==> config.mk <==
export PLATFORM = sky130hd
export DESIGN_NAME = brp_branch_unit
export DESIGN_NICKNAME = d
export VERILOG_FILES = /design/src/include/brp_pkg.sv /design/src/rtl/brp_history_store.sv /design/src/rtl/brp_branch_unit.sv
export VERILOG_INCLUDE_DIRS = /design/src /design/src/include
export SDC_FILE = /design/constraint.sdc
export NUM_CORES = 1
export LEC_CHECK = 0
export BUFFER_PORTS_ARGS = -buffer_cell sky130_fd_sc_hd__buf_4
export CORE_ASPECT_RATIO = 1.75
export CORE_UTILIZATION = 50
export DETAILED_ROUTE_END_ITERATION = 8
export MAX_ROUTING_LAYER = met4
export PLACE_DENSITY = 0.76
export SKIP_CTS_REPAIR_TIMING = 1
export SYNTH_ARGS = -nofsm -noshare
export SYNTH_HDL_FRONTEND = slang
export SYNTH_SLANG_ARGS = --single-unit
==> constraint.sdc <==
create_clock -name clk -period 18.6 [get_ports clk]
set_input_delay 3.72 -clock clk [delete_from_list [all_inputs] [get_ports clk]]
set_output_delay 3.72 -clock clk [all_outputs]
set_load 0.01 [all_outputs]
==> src/include/brp_cfg.svh <==
// Constants of the branch prediction and resolution block
`ifndef BRP_CFG_SVH
`define BRP_CFG_SVH
`define BRP_PC_W 32
`define BRP_LEVELS 3
`define BRP_TAG_W 2
`define BRP_POS_W 2
`define BRP_HIST_DEPTH 64
`define BRP_HIST_IDX_W 6
`define BRP_HIST_IDX_LSB 2
`define BRP_HIST_RESET 2'h2
`define BRP_STACK_DEPTH 8
`define BRP_STACK_PTR_W 3
`define BRP_INSN_BYTES 32'h0000_0004
`define BRP_TARGET_DELAY 2
`define BRP_GAP_HIT 2'h1
`define BRP_GAP_MISS 2'h2
`endif

==> src/include/brp_pkg.sv <==
// Types shared by the branch prediction and resolution block
`include "brp_cfg.svh"
`default_nettype none
package brp_pkg;
    typedef enum logic [1:0] {BRP_PLAIN, BRP_TO_RETURN, BRP_TO_COUNT} brp_kind_type;
    typedef enum logic {BRP_EXEC_IDLE, BRP_EXEC_SECOND} brp_exec_type;
    typedef enum logic [1:0] {BRP_RF_IDLE, BRP_RF_FETCH1, BRP_RF_FETCH2} brp_refetch_type;
    typedef struct packed {
        logic valid;
        logic cond;
        brp_kind_type kind;
        logic hint_taken;
        logic links;
        logic updates_count;
        logic [`BRP_PC_W-1:0] pc;
        logic [`BRP_PC_W-1:0] target;
        logic condition_ready;
        logic condition_taken;
        logic count_decides;
        logic count_taken;
        logic ra_move_pending;
        logic count_move_pending;
        logic target_cache_hit;
    } brp_branch_type;
    typedef struct packed {
        logic valid;
        logic [`BRP_TAG_W-1:0] tag;
        logic taken;
    } brp_resolve_type;
    typedef struct packed {
        logic valid;
        logic [`BRP_TAG_W-1:0] tag;
        logic pred_taken;
        logic [`BRP_PC_W-1:0] alt_pc;
        logic [`BRP_HIST_IDX_W-1:0] hist_idx;
    } brp_slot_type;
    typedef struct packed {
        logic valid;
        logic [`BRP_PC_W-1:0] pc;
    } brp_redirect_type;
    typedef struct packed {
        logic valid;
        logic [`BRP_TAG_W-1:0] tag;
    } brp_flush_type;
    typedef struct packed {
        logic valid;
        logic [`BRP_PC_W-1:0] value;
    } brp_retire_type;
endpackage
`default_nettype wire

==> src/rtl/brp_history_store.sv <==
// Direction history store: two-bit saturating counters indexed by branch address
`include "brp_cfg.svh"
`default_nettype none
module brp_history_store (
    input wire logic clk,
    input wire logic rst_n,
    input wire logic [`BRP_HIST_IDX_W-1:0] rd_idx,
    output logic rd_taken,
    input wire logic wr_en,
    input wire logic [`BRP_HIST_IDX_W-1:0] wr_idx,
    input wire logic wr_taken
);
    import brp_pkg::*;

    typedef struct packed {
        logic [`BRP_HIST_DEPTH-1:0][1:0] cnt;
    } brp_hist_state_type;

    brp_hist_state_type s;
    brp_hist_state_type next_s;

    assign rd_taken = s.cnt[rd_idx][1];

    always_comb begin
        next_s = s;
        if (wr_en) begin
            if (wr_taken && s.cnt[wr_idx] != 2'h3) begin
                next_s.cnt[wr_idx] = s.cnt[wr_idx] + 2'h1;
            end else if (!wr_taken && s.cnt[wr_idx] != 2'h0) begin
                next_s.cnt[wr_idx] = s.cnt[wr_idx] - 2'h1;
            end
        end
    end

    // Weakly taken start avoids a cold flush on every first backward loop
    always_ff @(posedge clk or negedge rst_n) begin
        if (!rst_n) begin
            s <= {`BRP_HIST_DEPTH{`BRP_HIST_RESET}};
        end else begin
            s <= next_s;
        end
    end
endmodule
`default_nettype wire

==> src/rtl/brp_branch_unit.sv <==
// Branch unit: direction and target prediction, tracking and resolution
`include "brp_cfg.svh"
`default_nettype none
module brp_branch_unit (
    input wire logic clk,
    input wire logic resetn,
    input wire logic history_enable,
    input wire brp_pkg::brp_branch_type br_in,
    output logic br_accept,
    output logic fetch_hold,
    output logic branch_stall,
    input wire brp_pkg::brp_resolve_type resolve,
    input wire brp_pkg::brp_retire_type count_retire,
    output brp_pkg::brp_redirect_type redirect,
    output logic fold,
    output logic target_arrive,
    output logic supply_gap,
    output brp_pkg::brp_flush_type completion_flush,
    output logic completion_alloc,
    output logic wb_hold,
    output logic [`BRP_TAG_W-1:0] oldest_tag,
    output logic [`BRP_POS_W-1:0] outstanding,
    output logic dispatch_hold,
    output logic [`BRP_PC_W-1:0] loop_count
);
    import brp_pkg::*;

    typedef struct packed {
        brp_slot_type [`BRP_LEVELS-1:0] slots;
        logic [`BRP_TAG_W-1:0] next_tag;
        brp_exec_type exec;
        brp_refetch_type refetch;
        brp_redirect_type redirect;
        logic fold;
        brp_flush_type completion_flush;
        logic completion_alloc;
        logic [`BRP_TARGET_DELAY-1:0] arrive_pipe;
        logic [1:0] gap;
        logic [`BRP_STACK_DEPTH-1:0][`BRP_PC_W-1:0] stack;
        logic [`BRP_STACK_PTR_W-1:0] stack_ptr;
        logic [`BRP_PC_W-1:0] loop_count;
    } brp_unit_state_type;

    brp_unit_state_type s;
    brp_unit_state_type next_s;
    logic [1:0] rst_sync;
    logic rst_n;
    logic [`BRP_LEVELS-1:0] res_hit;
    logic [`BRP_POS_W-1:0] hit_pos;
    logic hit_any;
    logic mispredict;
    brp_slot_type hit_slot;
    brp_slot_type [`BRP_LEVELS-1:0] work;
    logic hist_taken;
    logic hist_wr_en;
    logic [`BRP_HIST_IDX_W-1:0] hist_wr_idx;
    logic hist_wr_taken;
    logic [`BRP_HIST_IDX_W-1:0] br_idx;
    logic dir_known;
    logic actual_taken;
    logic pred_taken;
    logic taken;
    logic ra_wait;
    logic stall_count;
    logic stall_ra;
    logic stall_levels;
    logic need_second;
    logic free_level;
    logic go;
    logic [`BRP_PC_W-1:0] seq_pc;
    logic [`BRP_PC_W-1:0] tgt_pc;
    logic [`BRP_STACK_PTR_W-1:0] top_ptr;

    // Release of the asynchronous reset is retimed to the clock
    always_ff @(posedge clk or negedge resetn) begin
        if (!resetn) begin
            rst_sync <= 2'h0;
        end else begin
            rst_sync <= {rst_sync[0], 1'b1};
        end
    end
    assign rst_n = rst_sync[1];

    // Per-level tag match against the resolving branch
    genvar g;
    generate
        for (g = 0; g < `BRP_LEVELS; g++) begin : g_match
            assign res_hit[g] = resolve.valid && s.slots[g].valid &&
                s.slots[g].tag == resolve.tag;
        end
    endgenerate

    assign br_idx = br_in.pc[`BRP_HIST_IDX_LSB +: `BRP_HIST_IDX_W];
    assign seq_pc = br_in.pc + `BRP_INSN_BYTES;
    assign top_ptr = s.stack_ptr - `BRP_STACK_PTR_W'(1);

    brp_history_store u_history (
        .clk(clk),
        .rst_n(rst_n),
        .rd_idx(br_idx),
        .rd_taken(hist_taken),
        .wr_en(hist_wr_en),
        .wr_idx(hist_wr_idx),
        .wr_taken(hist_wr_taken)
    );

    always_comb begin
        hit_pos = `BRP_POS_W'(`BRP_LEVELS);
        for (int i = `BRP_LEVELS - 1; i >= 0; i--) begin
            if (res_hit[i]) begin
                hit_pos = `BRP_POS_W'(i);
            end
        end
        hit_any = |res_hit;
        hit_slot = '0;
        if (hit_any) begin
            hit_slot = s.slots[hit_pos];
        end
        mispredict = hit_any && (hit_slot.pred_taken != resolve.taken);
        work = s.slots;
        for (int i = 0; i < `BRP_LEVELS; i++) begin
            if (hit_any && `BRP_POS_W'(i) >= hit_pos) begin
                if (mispredict) begin
                    work[i] = '0;
                end else if (i < `BRP_LEVELS - 1) begin
                    work[i] = s.slots[i + 1];
                end else begin
                    work[i] = '0;
                end
            end
        end
        free_level = !work[`BRP_LEVELS-1].valid;
    end

    // Direction decision for the branch at the head of the queue
    always_comb begin
        dir_known = !br_in.cond || br_in.count_decides || br_in.condition_ready;
        actual_taken = !br_in.cond ? 1'b1 :
            (br_in.count_decides ? br_in.count_taken : br_in.condition_taken);
        pred_taken = history_enable ? hist_taken : br_in.hint_taken;
        taken = dir_known ? actual_taken : pred_taken;
        ra_wait = br_in.kind == BRP_TO_RETURN && br_in.ra_move_pending;
        tgt_pc = ra_wait ? s.stack[top_ptr] : br_in.target;
        stall_count = br_in.kind == BRP_TO_COUNT && br_in.count_move_pending;
        stall_ra = br_in.cond && ra_wait && !dir_known;
        // Any conditional waits while all levels are taken, even a decidable one
        stall_levels = br_in.cond && !free_level;
        need_second = br_in.cond && br_in.kind == BRP_TO_RETURN &&
            s.exec == BRP_EXEC_IDLE;
        go = br_in.valid && !mispredict && !stall_count && !stall_ra &&
            !stall_levels && !need_second;
    end

    assign br_accept = go;
    assign fetch_hold = br_in.valid && stall_count;
    assign branch_stall = br_in.valid && !go;
    assign redirect = s.redirect;
    assign fold = s.fold;
    assign target_arrive = s.arrive_pipe[`BRP_TARGET_DELAY-1];
    assign supply_gap = s.gap != 2'h0;
    assign completion_flush = s.completion_flush;
    assign completion_alloc = s.completion_alloc;
    assign wb_hold = s.slots[0].valid;
    assign oldest_tag = s.slots[0].tag;
    assign dispatch_hold = s.refetch != BRP_RF_IDLE;
    assign loop_count = s.loop_count;

    always_comb begin
        outstanding = '0;
        for (int i = 0; i < `BRP_LEVELS; i++) begin
            outstanding = outstanding + `BRP_POS_W'(s.slots[i].valid);
        end
    end

    // A resolution wins the single history write port over an immediate decision
    always_comb begin
        hist_wr_en = 1'b0;
        hist_wr_idx = br_idx;
        hist_wr_taken = actual_taken;
        if (hit_any) begin
            hist_wr_en = 1'b1;
            hist_wr_idx = hit_slot.hist_idx;
            hist_wr_taken = resolve.taken;
        end else if (go && br_in.cond && dir_known) begin
            hist_wr_en = 1'b1;
        end
    end

    always_comb begin
        next_s = s;
        next_s.slots = work;
        next_s.redirect = '0;
        next_s.fold = 1'b0;
        next_s.completion_flush = '0;
        next_s.completion_alloc = 1'b0;
        next_s.arrive_pipe = {s.arrive_pipe[`BRP_TARGET_DELAY-2:0], 1'b0};
        if (s.gap != 2'h0) begin
            next_s.gap = s.gap - 2'h1;
        end
        case (s.refetch)
            BRP_RF_FETCH1: next_s.refetch = BRP_RF_FETCH2;
            BRP_RF_FETCH2: next_s.refetch = BRP_RF_IDLE;
            default: next_s.refetch = BRP_RF_IDLE;
        endcase
        case (s.exec)
            BRP_EXEC_IDLE: begin
                if (br_in.valid && need_second && !mispredict && !stall_ra) begin
                    next_s.exec = BRP_EXEC_SECOND;
                end
            end
            BRP_EXEC_SECOND: begin
                if (go || !br_in.valid || mispredict) begin
                    next_s.exec = BRP_EXEC_IDLE;
                end
            end
            default: next_s.exec = BRP_EXEC_IDLE;
        endcase
        if (mispredict) begin
            next_s.redirect = {1'b1, hit_slot.alt_pc};
            next_s.completion_flush = {1'b1, hit_slot.tag};
            next_s.refetch = BRP_RF_FETCH1;
            next_s.gap = '0;
            next_s.arrive_pipe = '0;
        end else if (go) begin
            if (taken) begin
                next_s.redirect = {1'b1, tgt_pc};
                next_s.fold = 1'b1;
                next_s.arrive_pipe[0] = br_in.target_cache_hit;
                next_s.gap = br_in.target_cache_hit ? `BRP_GAP_HIT : `BRP_GAP_MISS;
            end
            if (!dir_known) begin
                for (int i = `BRP_LEVELS - 1; i >= 0; i--) begin
                    if (!work[i].valid && (i == 0 || work[i - 1].valid)) begin
                        next_s.slots[i] = {1'b1, s.next_tag, taken,
                            taken ? seq_pc : tgt_pc, br_idx};
                    end
                end
                next_s.next_tag = s.next_tag + `BRP_TAG_W'(1);
            end
            next_s.completion_alloc = br_in.updates_count || br_in.links;
            if (br_in.kind == BRP_TO_RETURN && !br_in.links) begin
                next_s.stack_ptr = top_ptr;
            end else if (br_in.links) begin
                next_s.stack[s.stack_ptr] = seq_pc;
                next_s.stack_ptr = s.stack_ptr + `BRP_STACK_PTR_W'(1);
            end
        end
        // Retirement arrives only after all older work has completed
        if (count_retire.valid) begin
            next_s.loop_count = count_retire.value;
        end
    end

    always_ff @(posedge clk or negedge rst_n) begin
        if (!rst_n) begin
            s <= '0;
        end else begin
            s <= next_s;
        end
    end
endmodule
`default_nettype wire

== Yosys cells after proc, flatten, opt, wreduce, memory -nomap -nowiden ==
Cells that the tools add are included.
W data, S select, Z words.

* Bits in registers: 594
* Input port bits: 118
* Output and inout bits: 81
* Word-level logic and storage cells: 259

* Add/subtract/negate cells: 9
* Order comparisons: 10
* Equal/unequal tests: 8
* Muxes and demuxes: 63
* Bitwise operators: 4
* Reductions and logical operators: 64

{| class="wikitable"
|+ Operators by type and width
! cell !! count
|-
| $mux W128 || 5
|-
| $mux W42 || 7
|-
| $mux W262 || 1
|-
| $mux W259 || 1
|-
| $bwmux W128 || 2
|-
| $bwmux W256 || 1
|-
| $mux W256 || 1
|-
| $mux W32 || 4
|-
| $mux W41 || 3
|-
| $bmux W32 S3 || 1
|-
| $demux W32 S3 || 1
|-
| $bmux W42 S2 || 1
|-
| $mux W34 || 2
|-
| $logic_and A1 B1 Y1 || 36
|-
| $mux W33 || 1
|-
| $add A32 B3 Y32 const B || 1
|-
| $bmux W2 S6 || 2
|-
| $mux W2 || 9
|-
| $lt A6 B7 Y1 const B || 2
|-
| $mux W1 || 14
|-
| $logic_not A1 Y1 || 13
|-
| $demux W2 S6 || 1
|-
| $mux W3 || 4
|-
| $reduce_bool A2 Y1 || 5
|-
| other kinds (25) || 40
|}

== Longest topological paths before layout ==
Gate-level depths: netlist of run 1.

* Depth in word-level cells: 21
* Depth in mapped cells: 22
* Gate-level depth less buffers: 17

== Cells and area by module ==
From an unflattened synthesis of run 1, not the netlist that was laid out.

* Cells, all modules: 2384
* Area total of the unflattened synthesis: 29857.4 sq um

{| class="wikitable"
|+ By module, submodules not included
! module !! times used !! cells an instance !! area each (sq um) !! sequential area each (sq um)
|-
| brp_branch_unit || 1 || 1826 || 22854.4 || 11636.2
|-
| brp_history_store || 1 || 558 || 7003.0 || 3283.1
|}

== Worst setup path before layout of run 1 ==
OpenSTA, ideal clock, no wires.

* Path kind: input to output
* Start point: in resolve[2] in the netlist's numbering
* End point: out branch_stall
* Arrival: 5421 ps
* Data required time: 14880 ps
* Slack: 9459 ps
* Cell stages on the path: 7
* Buffers on the path: 1
* Cells stage by stage: xnor2_1 and4_1 mux2_2 o221a_2 o211a_1 buf_2 nor2b_1

* Cells in the longest elaborated chain, start to end: 18
* Elaborated cells on any way between the ends: 28
* Classes of those cells: order compare: 1; eq/ne: 4; mux: 7; reduce/logical: 16

{| class="wikitable"
|+ RTL lines
! element !! line !! text
|-
| from (decl) || brp_branch_unit.sv:12 || <nowiki>input wire brp_pkg::brp_resolve_type resolve,</nowiki>
|-
| $eq A2 B2 Y1 || brp_branch_unit.sv:89 || <nowiki>s.slots[g].tag == resolve.tag;</nowiki>
|-
| $logic_and A1 B1 Y1 || brp_branch_unit.sv:88 || <nowiki>assign res_hit[g] = resolve.valid && s.slots[g].valid &&</nowiki>
|-
| $mux W1 || brp_branch_unit.sv:110 || <nowiki>if (res_hit[i]) begin</nowiki>
|-
| $mux W2 (2 in series) || brp_branch_unit.sv:110 ||
|-
| $bmux W42 S2 || brp_branch_unit.sv:117 || <nowiki>hit_slot = s.slots[hit_pos];</nowiki>
|-
| $mux W41 (implied by the code) || brp_branch_unit.sv:117 ||
|-
| $mux W41 || brp_branch_unit.sv:116 || <nowiki>if (hit_any) begin</nowiki>
|-
| $ne A1 B1 Y1 || brp_branch_unit.sv:119 || <nowiki>mispredict = hit_any && (hit_slot.pred_taken != resolve.taken);</nowiki>
|-
| $logic_and A1 B1 Y1 || brp_branch_unit.sv:119 ||
|-
| $logic_not A1 Y1 || brp_branch_unit.sv:150 || <nowiki>go = br_in.valid && !mispredict && !stall_count && !stall_ra &&</nowiki>
|-
| $logic_and A1 B1 Y1 (3 in series) || brp_branch_unit.sv:150 ||
|-
| $logic_and A1 B1 Y1 (*) || brp_branch_unit.sv:150 ||
|-
| $logic_and A1 B1 Y1 (*) || brp_branch_unit.sv:151 || <nowiki>!stall_levels && !need_second;</nowiki>
|-
| named net br_accept || brp_branch_unit.sv:9 || <nowiki>output logic br_accept,</nowiki>
|-
| $logic_not A1 Y1 (*) || brp_branch_unit.sv:156 || <nowiki>assign branch_stall = br_in.valid && !go;</nowiki>
|-
| $logic_and A1 B1 Y1 (*) || brp_branch_unit.sv:156 ||
|-
| to (decl) || brp_branch_unit.sv:11 || <nowiki>output logic branch_stall,</nowiki>
|}

The timed path passes the listed nets; every way through them passes the cells marked *. The select of a mux whose other input is x is not followed.

== Final worst setup path of run 1 ==
* Start point: in resolve[2] in the netlist's numbering
* End point: out branch_stall

* Cells in the longest elaborated chain, start to end: 18
* Elaborated cells on any way between the ends: 28
* Classes of those cells: order compare: 1; eq/ne: 4; mux: 7; reduce/logical: 16

{| class="wikitable"
|+ RTL lines
! element !! line
|-
| $eq A2 B2 Y1 || brp_branch_unit.sv:89
|-
| $logic_and A1 B1 Y1 || brp_branch_unit.sv:88
|-
| $mux W1 || brp_branch_unit.sv:110
|-
| $mux W2 (2 in series) || brp_branch_unit.sv:110
|-
| $bmux W42 S2 || brp_branch_unit.sv:117
|-
| $mux W41 (implied by the code) || brp_branch_unit.sv:117
|-
| $mux W41 || brp_branch_unit.sv:116
|-
| $ne A1 B1 Y1 || brp_branch_unit.sv:119
|-
| $logic_and A1 B1 Y1 || brp_branch_unit.sv:119
|-
| $logic_not A1 Y1 || brp_branch_unit.sv:150
|-
| $logic_and A1 B1 Y1 (3 in series) || brp_branch_unit.sv:150
|-
| $logic_and A1 B1 Y1 (*) || brp_branch_unit.sv:150
|-
| $logic_and A1 B1 Y1 (*) || brp_branch_unit.sv:151
|-
| $logic_not A1 Y1 (*) || brp_branch_unit.sv:156
|-
| $logic_and A1 B1 Y1 (*) || brp_branch_unit.sv:156
|}

Mark *: on every way between the ends. The rest lies on a longest branch, timed or not. The select of a mux whose other input is x is not followed.

==> results of run 1 <==
power by group:
part	total, uW	internal, uW	switching, uW
clock network	1160	657	502
registers	2060	1760	301
logic	1700	744	961
total	4930	3160	1760
worst paths after layout:
check / startpoint / endpoint / slack (ps) / depth (start not counted)
min in group asynchronous: rst_sync[1] / u_history.s[80] / 520 / 0
max in group asynchronous: rst_sync[1] / s[149] / 14600 / 3
hold reg to reg: rst_sync[0] / rst_sync[1] / 350 / 0
hold / removal: rst_sync[0] / rst_sync[1] / 350 / 0
setup reg to reg: oldest_tag[0] / u_history.s[20] / 11930 / 19
setup / recovery: resolve[2] / branch_stall / 8390 / 9
cell type report:
class                      instances  area [um2]
fill                            4730       24930
sequential                       593       14930
multi-input combinational       1820       12670
timing repair buffer             241        1822
clock buffer                      75        1520
tap                              767       959.7
clock inverter                    24       312.8
inverter                          12       45.04
antenna                            1       2.502
synthesized netlist by cell type, types with 4 or more instances:
| cell | n | area share [%] |
|---|---|---|
| and3_1 | 23 | 0.50 |
| nand2_1 | 424 | 5.5 |
| a211oi_1 | 8 | 0.21 |
| xor2_1 | 15 | 0.45 |
| mux2_2 | 216 | 8.4 |
| inv_1 | 12 | 0.16 |
| nor2b_1 | 6 | 0.13 |
| a221oi_1 | 37 | 1.1 |
| dfrtp_1 | 529 | 46 |
| a21oi_1 | 109 | 1.9 |
| o211ai_1 | 5 | 0.13 |
| nor3_1 | 18 | 0.31 |
| a221o_1 | 34 | 1.2 |
| buf_4 | 74 | 1.9 |
| buf_1 | 22 | 0.29 |
| and2_1 | 6 | 0.13 |
| mux2i_1 | 62 | 2.1 |
| buf_6 | 6 | 0.23 |
| dfstp_2 | 64 | 5.8 |
| ha_1 | 5 | 0.22 |
| o22ai_1 | 34 | 0.74 |
| and4_1 | 5 | 0.15 |
| o21a_1 | 4 | 0.10 |
| nand3_1 | 64 | 1.1 |
| clkbuf_1 | 148 | 1.9 |
| xnor2_1 | 26 | 0.79 |
| mux4_2 | 82 | 6.4 |
| nand4_1 | 9 | 0.19 |
| o21ai_0 | 383 | 6.6 |
| o31ai_1 | 8 | 0.21 |
| a31oi_1 | 5 | 0.11 |
| nor2_1 | 143 | 1.9 |
| a22oi_1 | 15 | 0.39 |
| buf_2 | 26 | 0.45 |
worst reg2reg max path: cells and delay by family, from the launching register on:
family | cells | cell delay [ps]
DFF | 1 | 430
xor gates and xnor gates | 1 | 200
AOI/OAI and AO/OA | 5 | 830
and+or+nand+nor | 8 | 3030
buffers and inverters | 3 | 1400
adders and majority gates | 1 | 280
muxes | 1 | 360
cells by family after synthesis:
kind of cell             count (synthesis)  synth area share (%)
AND/OR/NAND/NOR                        724                 10.61
AO/OA/AOI/OAI                          688                 14.36
flip-flops                             593                 51.57
multiplexers                           360                 16.94
buffers and inverters                  289                 4.982
XOR/XNOR                                41                 1.241
adder cells (fa/ha/maj)                  6                0.2855
other                                    1               0.01296
per-layer routing:
layer  routed length [um]  up-vias  GRT usage, %  share of wire (%)
met5                    0        -             -                  0
met4                 7594        0         23.50                9.1
met3                 5843      397         4.054                7.0
met2                41060     1224         48.45                 49
met1                28690    11140         31.50                 34
li1                     -     9652             -                  -
per-stage QoR:
stage	std cells	instance area, um2
CTS	3532	32260
global placement	3433	30420
global route	3533	32260
finish	3533	32260
detailed placement	3433	30420
floorplan	2702	28930
flip-flops by register name, summed over array words and instances (netlist names):
signal and count:
completion_flush 2, oldest_tag 2, u_history.s 128, s 390
target_arrive 1, redirect 33, fold 1, wb_hold 1
rst_sync 2, completion_alloc 1, loop_count 32
==> out/qor.csv, run 1 <==
metric,value,unit
critPathTopFamily,buffers and inverters,
grt_overflow,0,
routed_wl,83190,um
fp.dieW,183.8,um
final_nets,2846,
criticalPathCategory,in2out,
syn_nets,2826,
fmax,97.96,MHz
critical_path_arrival,6490,ps
power_density,152.8,nW/um2
core_area,57180,um2
synth_warnings,0,
grt_pass1_vias,23110,
grt_start_max_net_pins,179,
ir_drop,0.0001067,V
die_area,58860,um2
gp_congestion,0.9467,
synth_edf_count,0,
io_pins,199,
syn_inst,2702,
die_h,320.2,um
drv_slew,0,
finalCritPeriodShare,54.88,%
port_buffers,198,
antenna_found_initial,1,
routedWlPerCell,23.55,um
rsz0062_at_grt,no,
synth_ff_type,dfrtp_1,
hold_viol,0,
cts_tree,done,
p_leak,0.01420,uW
cts_root_buf,clkbuf_16,
initial_utilization,50.59,%
tightest_slew,1209,ps
clk_path_buf_depth,3,
slowest_delay,710,ps
viasPerCell,6.345,
netlist_area,28930,um2
clock_skew,26.62,ps
ys_types,79,
grt_usage,29.37,%
cts_made_buffers,54,
drt_pass1_iterations,5,
async_flop_share,100.0,%
drtIter0Drc,2235,
path_clk_slew,60,ps
final_cell_mix,"527 x dfrtp_1, 422 x nand2_1, 383 x o21ai_0",
final_util,56.41,%
clk-insertion-delay-late,620,ps
status,finished clean,
ys_seq_area_share,51.57,%
max-slew-margin-rel,19.34,%
setup_viol,0,
final_common_cell,dfrtp_1,
path_buf_inv,3,
syn_to_final_growth,11.51,%
start_kind,primary input,
end_kind,primary output,
synth.avg_cell_area,10.71,um2
place_ws,8502,ps
slowest_stage,buf_4,
fin_crit,10210,ps
finalPower,4928,uW
cts_max_level,2,
hold_class,reg2reg,
hold_slack,354.2,ps
grt_pass1_wl,128700,um
vias,22420,
cts.sinks,593,
drive_gt1_share,26.37,%
synth-seq-cells,593,
row_count,116,
drv_cap,0,
postRouteAntennaNets,0,
critPathRequiredTime,14880,ps
crit_top_cell,buf_4,
dpl.hpwl,54440,um
fin_setup_tns,0,ps
drc_errors,0,
setup_ws,8392,ps
path_max_fanout,84,
cp_cell_sequence,buf_4 -> xnor2_1 -> and4_2 -> buf_4 -> mux2_2 -> o221a_2 -> o211a_1 -> nor2b_1 -> buf_4,
Power figures use the tool's default switching activity.
==> run 2: changes to the inputs <==
==> constraint.sdc (replaced) <==
create_clock -name clk -period 8.76 [get_ports clk]
set_input_delay 1.752 -clock clk [delete_from_list [all_inputs] [get_ports clk]]
set_output_delay 1.752 -clock clk [all_outputs]
set_load 0.01 [all_outputs]
==> run 2 against run 1 <==
Against the previous run:
- highest routed layer unchanged
- hold slack better by 0.64 ps
- wire length is 2.4% higher
- count of clock-buffer cells in the layout is 2 higher
- power is 110% higher
- via count is 0.66% lower
- die area stayed put
- utilization is 0.29 points higher
- non-clock buffer count is 14 higher
- design area is 0.51% higher
- sequential share of layout area is 0.23 points lower
- sequential power is 110% higher
==> out/qor.csv, run 2 (synthesis results as in run 1) <==
metric,value,unit,change
finalCritPeriodShare,81.69,%,
slowest_delay,640,ps,-70 ps
rsz0062_at_grt,no,,
core_area,57180,um2,unchanged
drt_pass1_iterations,6,,+1
drv_slew,0,,unchanged
tightest_slew,1318,ps,+109.4 ps
routed_wl,85180,um,+2.4%
grt_pass1_wl,130100,um,+1.1%
status,finished clean,,
vias,22270,,-0.66%
cts_max_level,2,,unchanged
drtIter0Drc,2489,,+11%
io_pins,199,,unchanged
p_leak,0.01432,uW,+0.82%
viasPerCell,6.278,,-1.1%
dp.cells,3447,,+0.41%
row_count,116,,unchanged
die_area,58860,um2,unchanged
gp_congestion,1.016,,+7.3%
crit_top_cell,nor2_1,,
fillers,4775,,+0.95%
ir_drop,0.0002770,V,+160%
stdcell_count,3547,,+0.40%
hp-start,rst_sync[0],,
criticalPathCategory,in2reg,,
fin_crit,7156,ps,
finalPower,10550,uW,+110%
max-slew-margin-rel,11.84,%,-7.5 points
rr_startpoint,s[420],,
end_kind,register,,
multi_input_area,12670,um2,unchanged
stdcell_area,32420,um2,+0.51%
drv_cap,0,,unchanged
clk_path_buf_depth,3,,unchanged
final_cell_mix,"527 x dfrtp_1, 422 x nand2_1, 383 x o21ai_0",,
dpl.hpwl,55800,um,+2.5%
critical_path_arrival,7650,ps,+1160 ps
startpoint,resolve[2],,
cp_cell_sequence,buf_4 -> xor2_1 -> or3_1 -> a311o_1 -> a22oi_4 -> buf_4 -> a21oi_1 -> a22o_1 -> o211a_1 -> o31a_1 -> a2111o_1 -> ha_1 -> nor2_1 -> o211ai_1 -> o311a_1 -> nor2_1 -> nand3_1 -> nor2_1 -> mux2_2,,
path_max_fanout,25,,-70%
fmax,139.7,MHz,
largest_register,s,,
hold_class,reg2reg,,
cts_tree,done,,
final_nets,2860,,+0.49%
die_h,320.2,um,unchanged
path_clk_slew,70,ps,about the same
drive_gt1_share,26.90,%,+0.53 points
initial_utilization,50.59,%,unchanged
clock_skew,30.96,ps,+4.338 ps
final_util,56.70,%,+0.29 points
fp.dieW,183.8,um,unchanged
cts.sinks,593,,unchanged
antenna_found_initial,2,,+1
post_dp_cell_area,30540,um2,+0.39%
grt_overflow,0,,unchanged
cts_made_buffers,54,,unchanged
regArea,14930,um2,unchanged
syn_to_final_growth,12.08,%,
fin_setup_tns,0,ps,unchanged
postRouteAntennaNets,0,,unchanged
routedWlPerCell,24.02,um,+2.0%
setup_viol,0,,unchanged
hold_viol,0,,unchanged
slowest_stage,a22oi_4,,
final_common_cell,dfrtp_1,,
critPathRequiredTime,9260,ps,-5620 ps
grt_pass1_vias,22580,,-2.3%
grt_usage,29.94,%,+0.57 points
cts_root_buf,clkbuf_16,,
clk-insertion-delay-late,620,ps,about the same
start_kind,primary input,,
drc_errors,0,,unchanged
largest_reg_flops,390,,unchanged
port_buffers,198,,unchanged
power_density,325.4,nW/um2,+110%
grt_start_max_net_pins,186,,+3.9%
run 2: cell count changes in the layout (fill, tap and decap cells not counted), sizes merged:
| cell | before | now |
|---|---|---|
| clkbuf | 75 | 77 |
| clkinv | 11 | 13 |
| clkinvlp | 4 | 0 |
| bufinv | 6 | 5 |
| buf | 241 | 255 |
| inv | 15 | 14 |
| diode | 1 | 3 |
run 2: path summary, 6_finish.rpt:
kind	depth (start not counted)	endpoint	slack (ps)
worst max-delay path	19	u_history.s[94]	1600
worst min-delay path	0	rst_sync[1]	350
worst max register to register	18	u_history.s[94]	2450
worst min register to register	0	rst_sync[1]	350
max in group asynchronous	2	loop_count[27]	6010
min in group asynchronous	0	u_history.s[78]	520
run 2: report_power, final:
part           total (uW)  leakage, uW  internal [uW]  switching (uW)
Sequential           4370      0.00761           3740             629
Clock                2490     0.000936           1430            1060
Combinational        3690      0.00577           1600            2090
run 2: layout make-up:
| type | instances | area share, % |
|---|---|---|
| diodes | 3 | 0.02315 |
| well taps | 767 | 2.960 |
| multi-input cells | 1820 | 39.08 |
| clock buffers | 77 | 4.994 |
| clock inverters | 20 | 0.7873 |
| inverters | 12 | 0.1389 |
| repair buffers | 255 | 5.982 |
| flip-flops and latches | 593 | 46.04 |
run 2: through the flow:
stage | setup WS, ps | hold WS, ps
final | 1604 | 354.8
after global routing | 1410 | 363.5
after CTS | 1715 | 350.1
after detailed placement | 1058 | 335.8
after global placement | 1202 | 333.8
after floorplan | 2536 | 331.2
run 2: per-layer routing:
layer	vias up	GRT usage, %	wire length [um]
li1	9668	-	-
met1	11060	32.32	29500
met2	1171	48.68	42040
met3	371	4.474	5767
met4	0	24.46	7879
met5	-	-	0
run 2: critical path: cells and delay by family:
family	cells	cell delay [ps]
xor gates and xnor gates	1	230
buffers and inverters	2	460
and+or+nand+nor	5	1730
AOI/OAI and AO/OA	9	2860
adders and majority gates	1	230
muxes	1	370
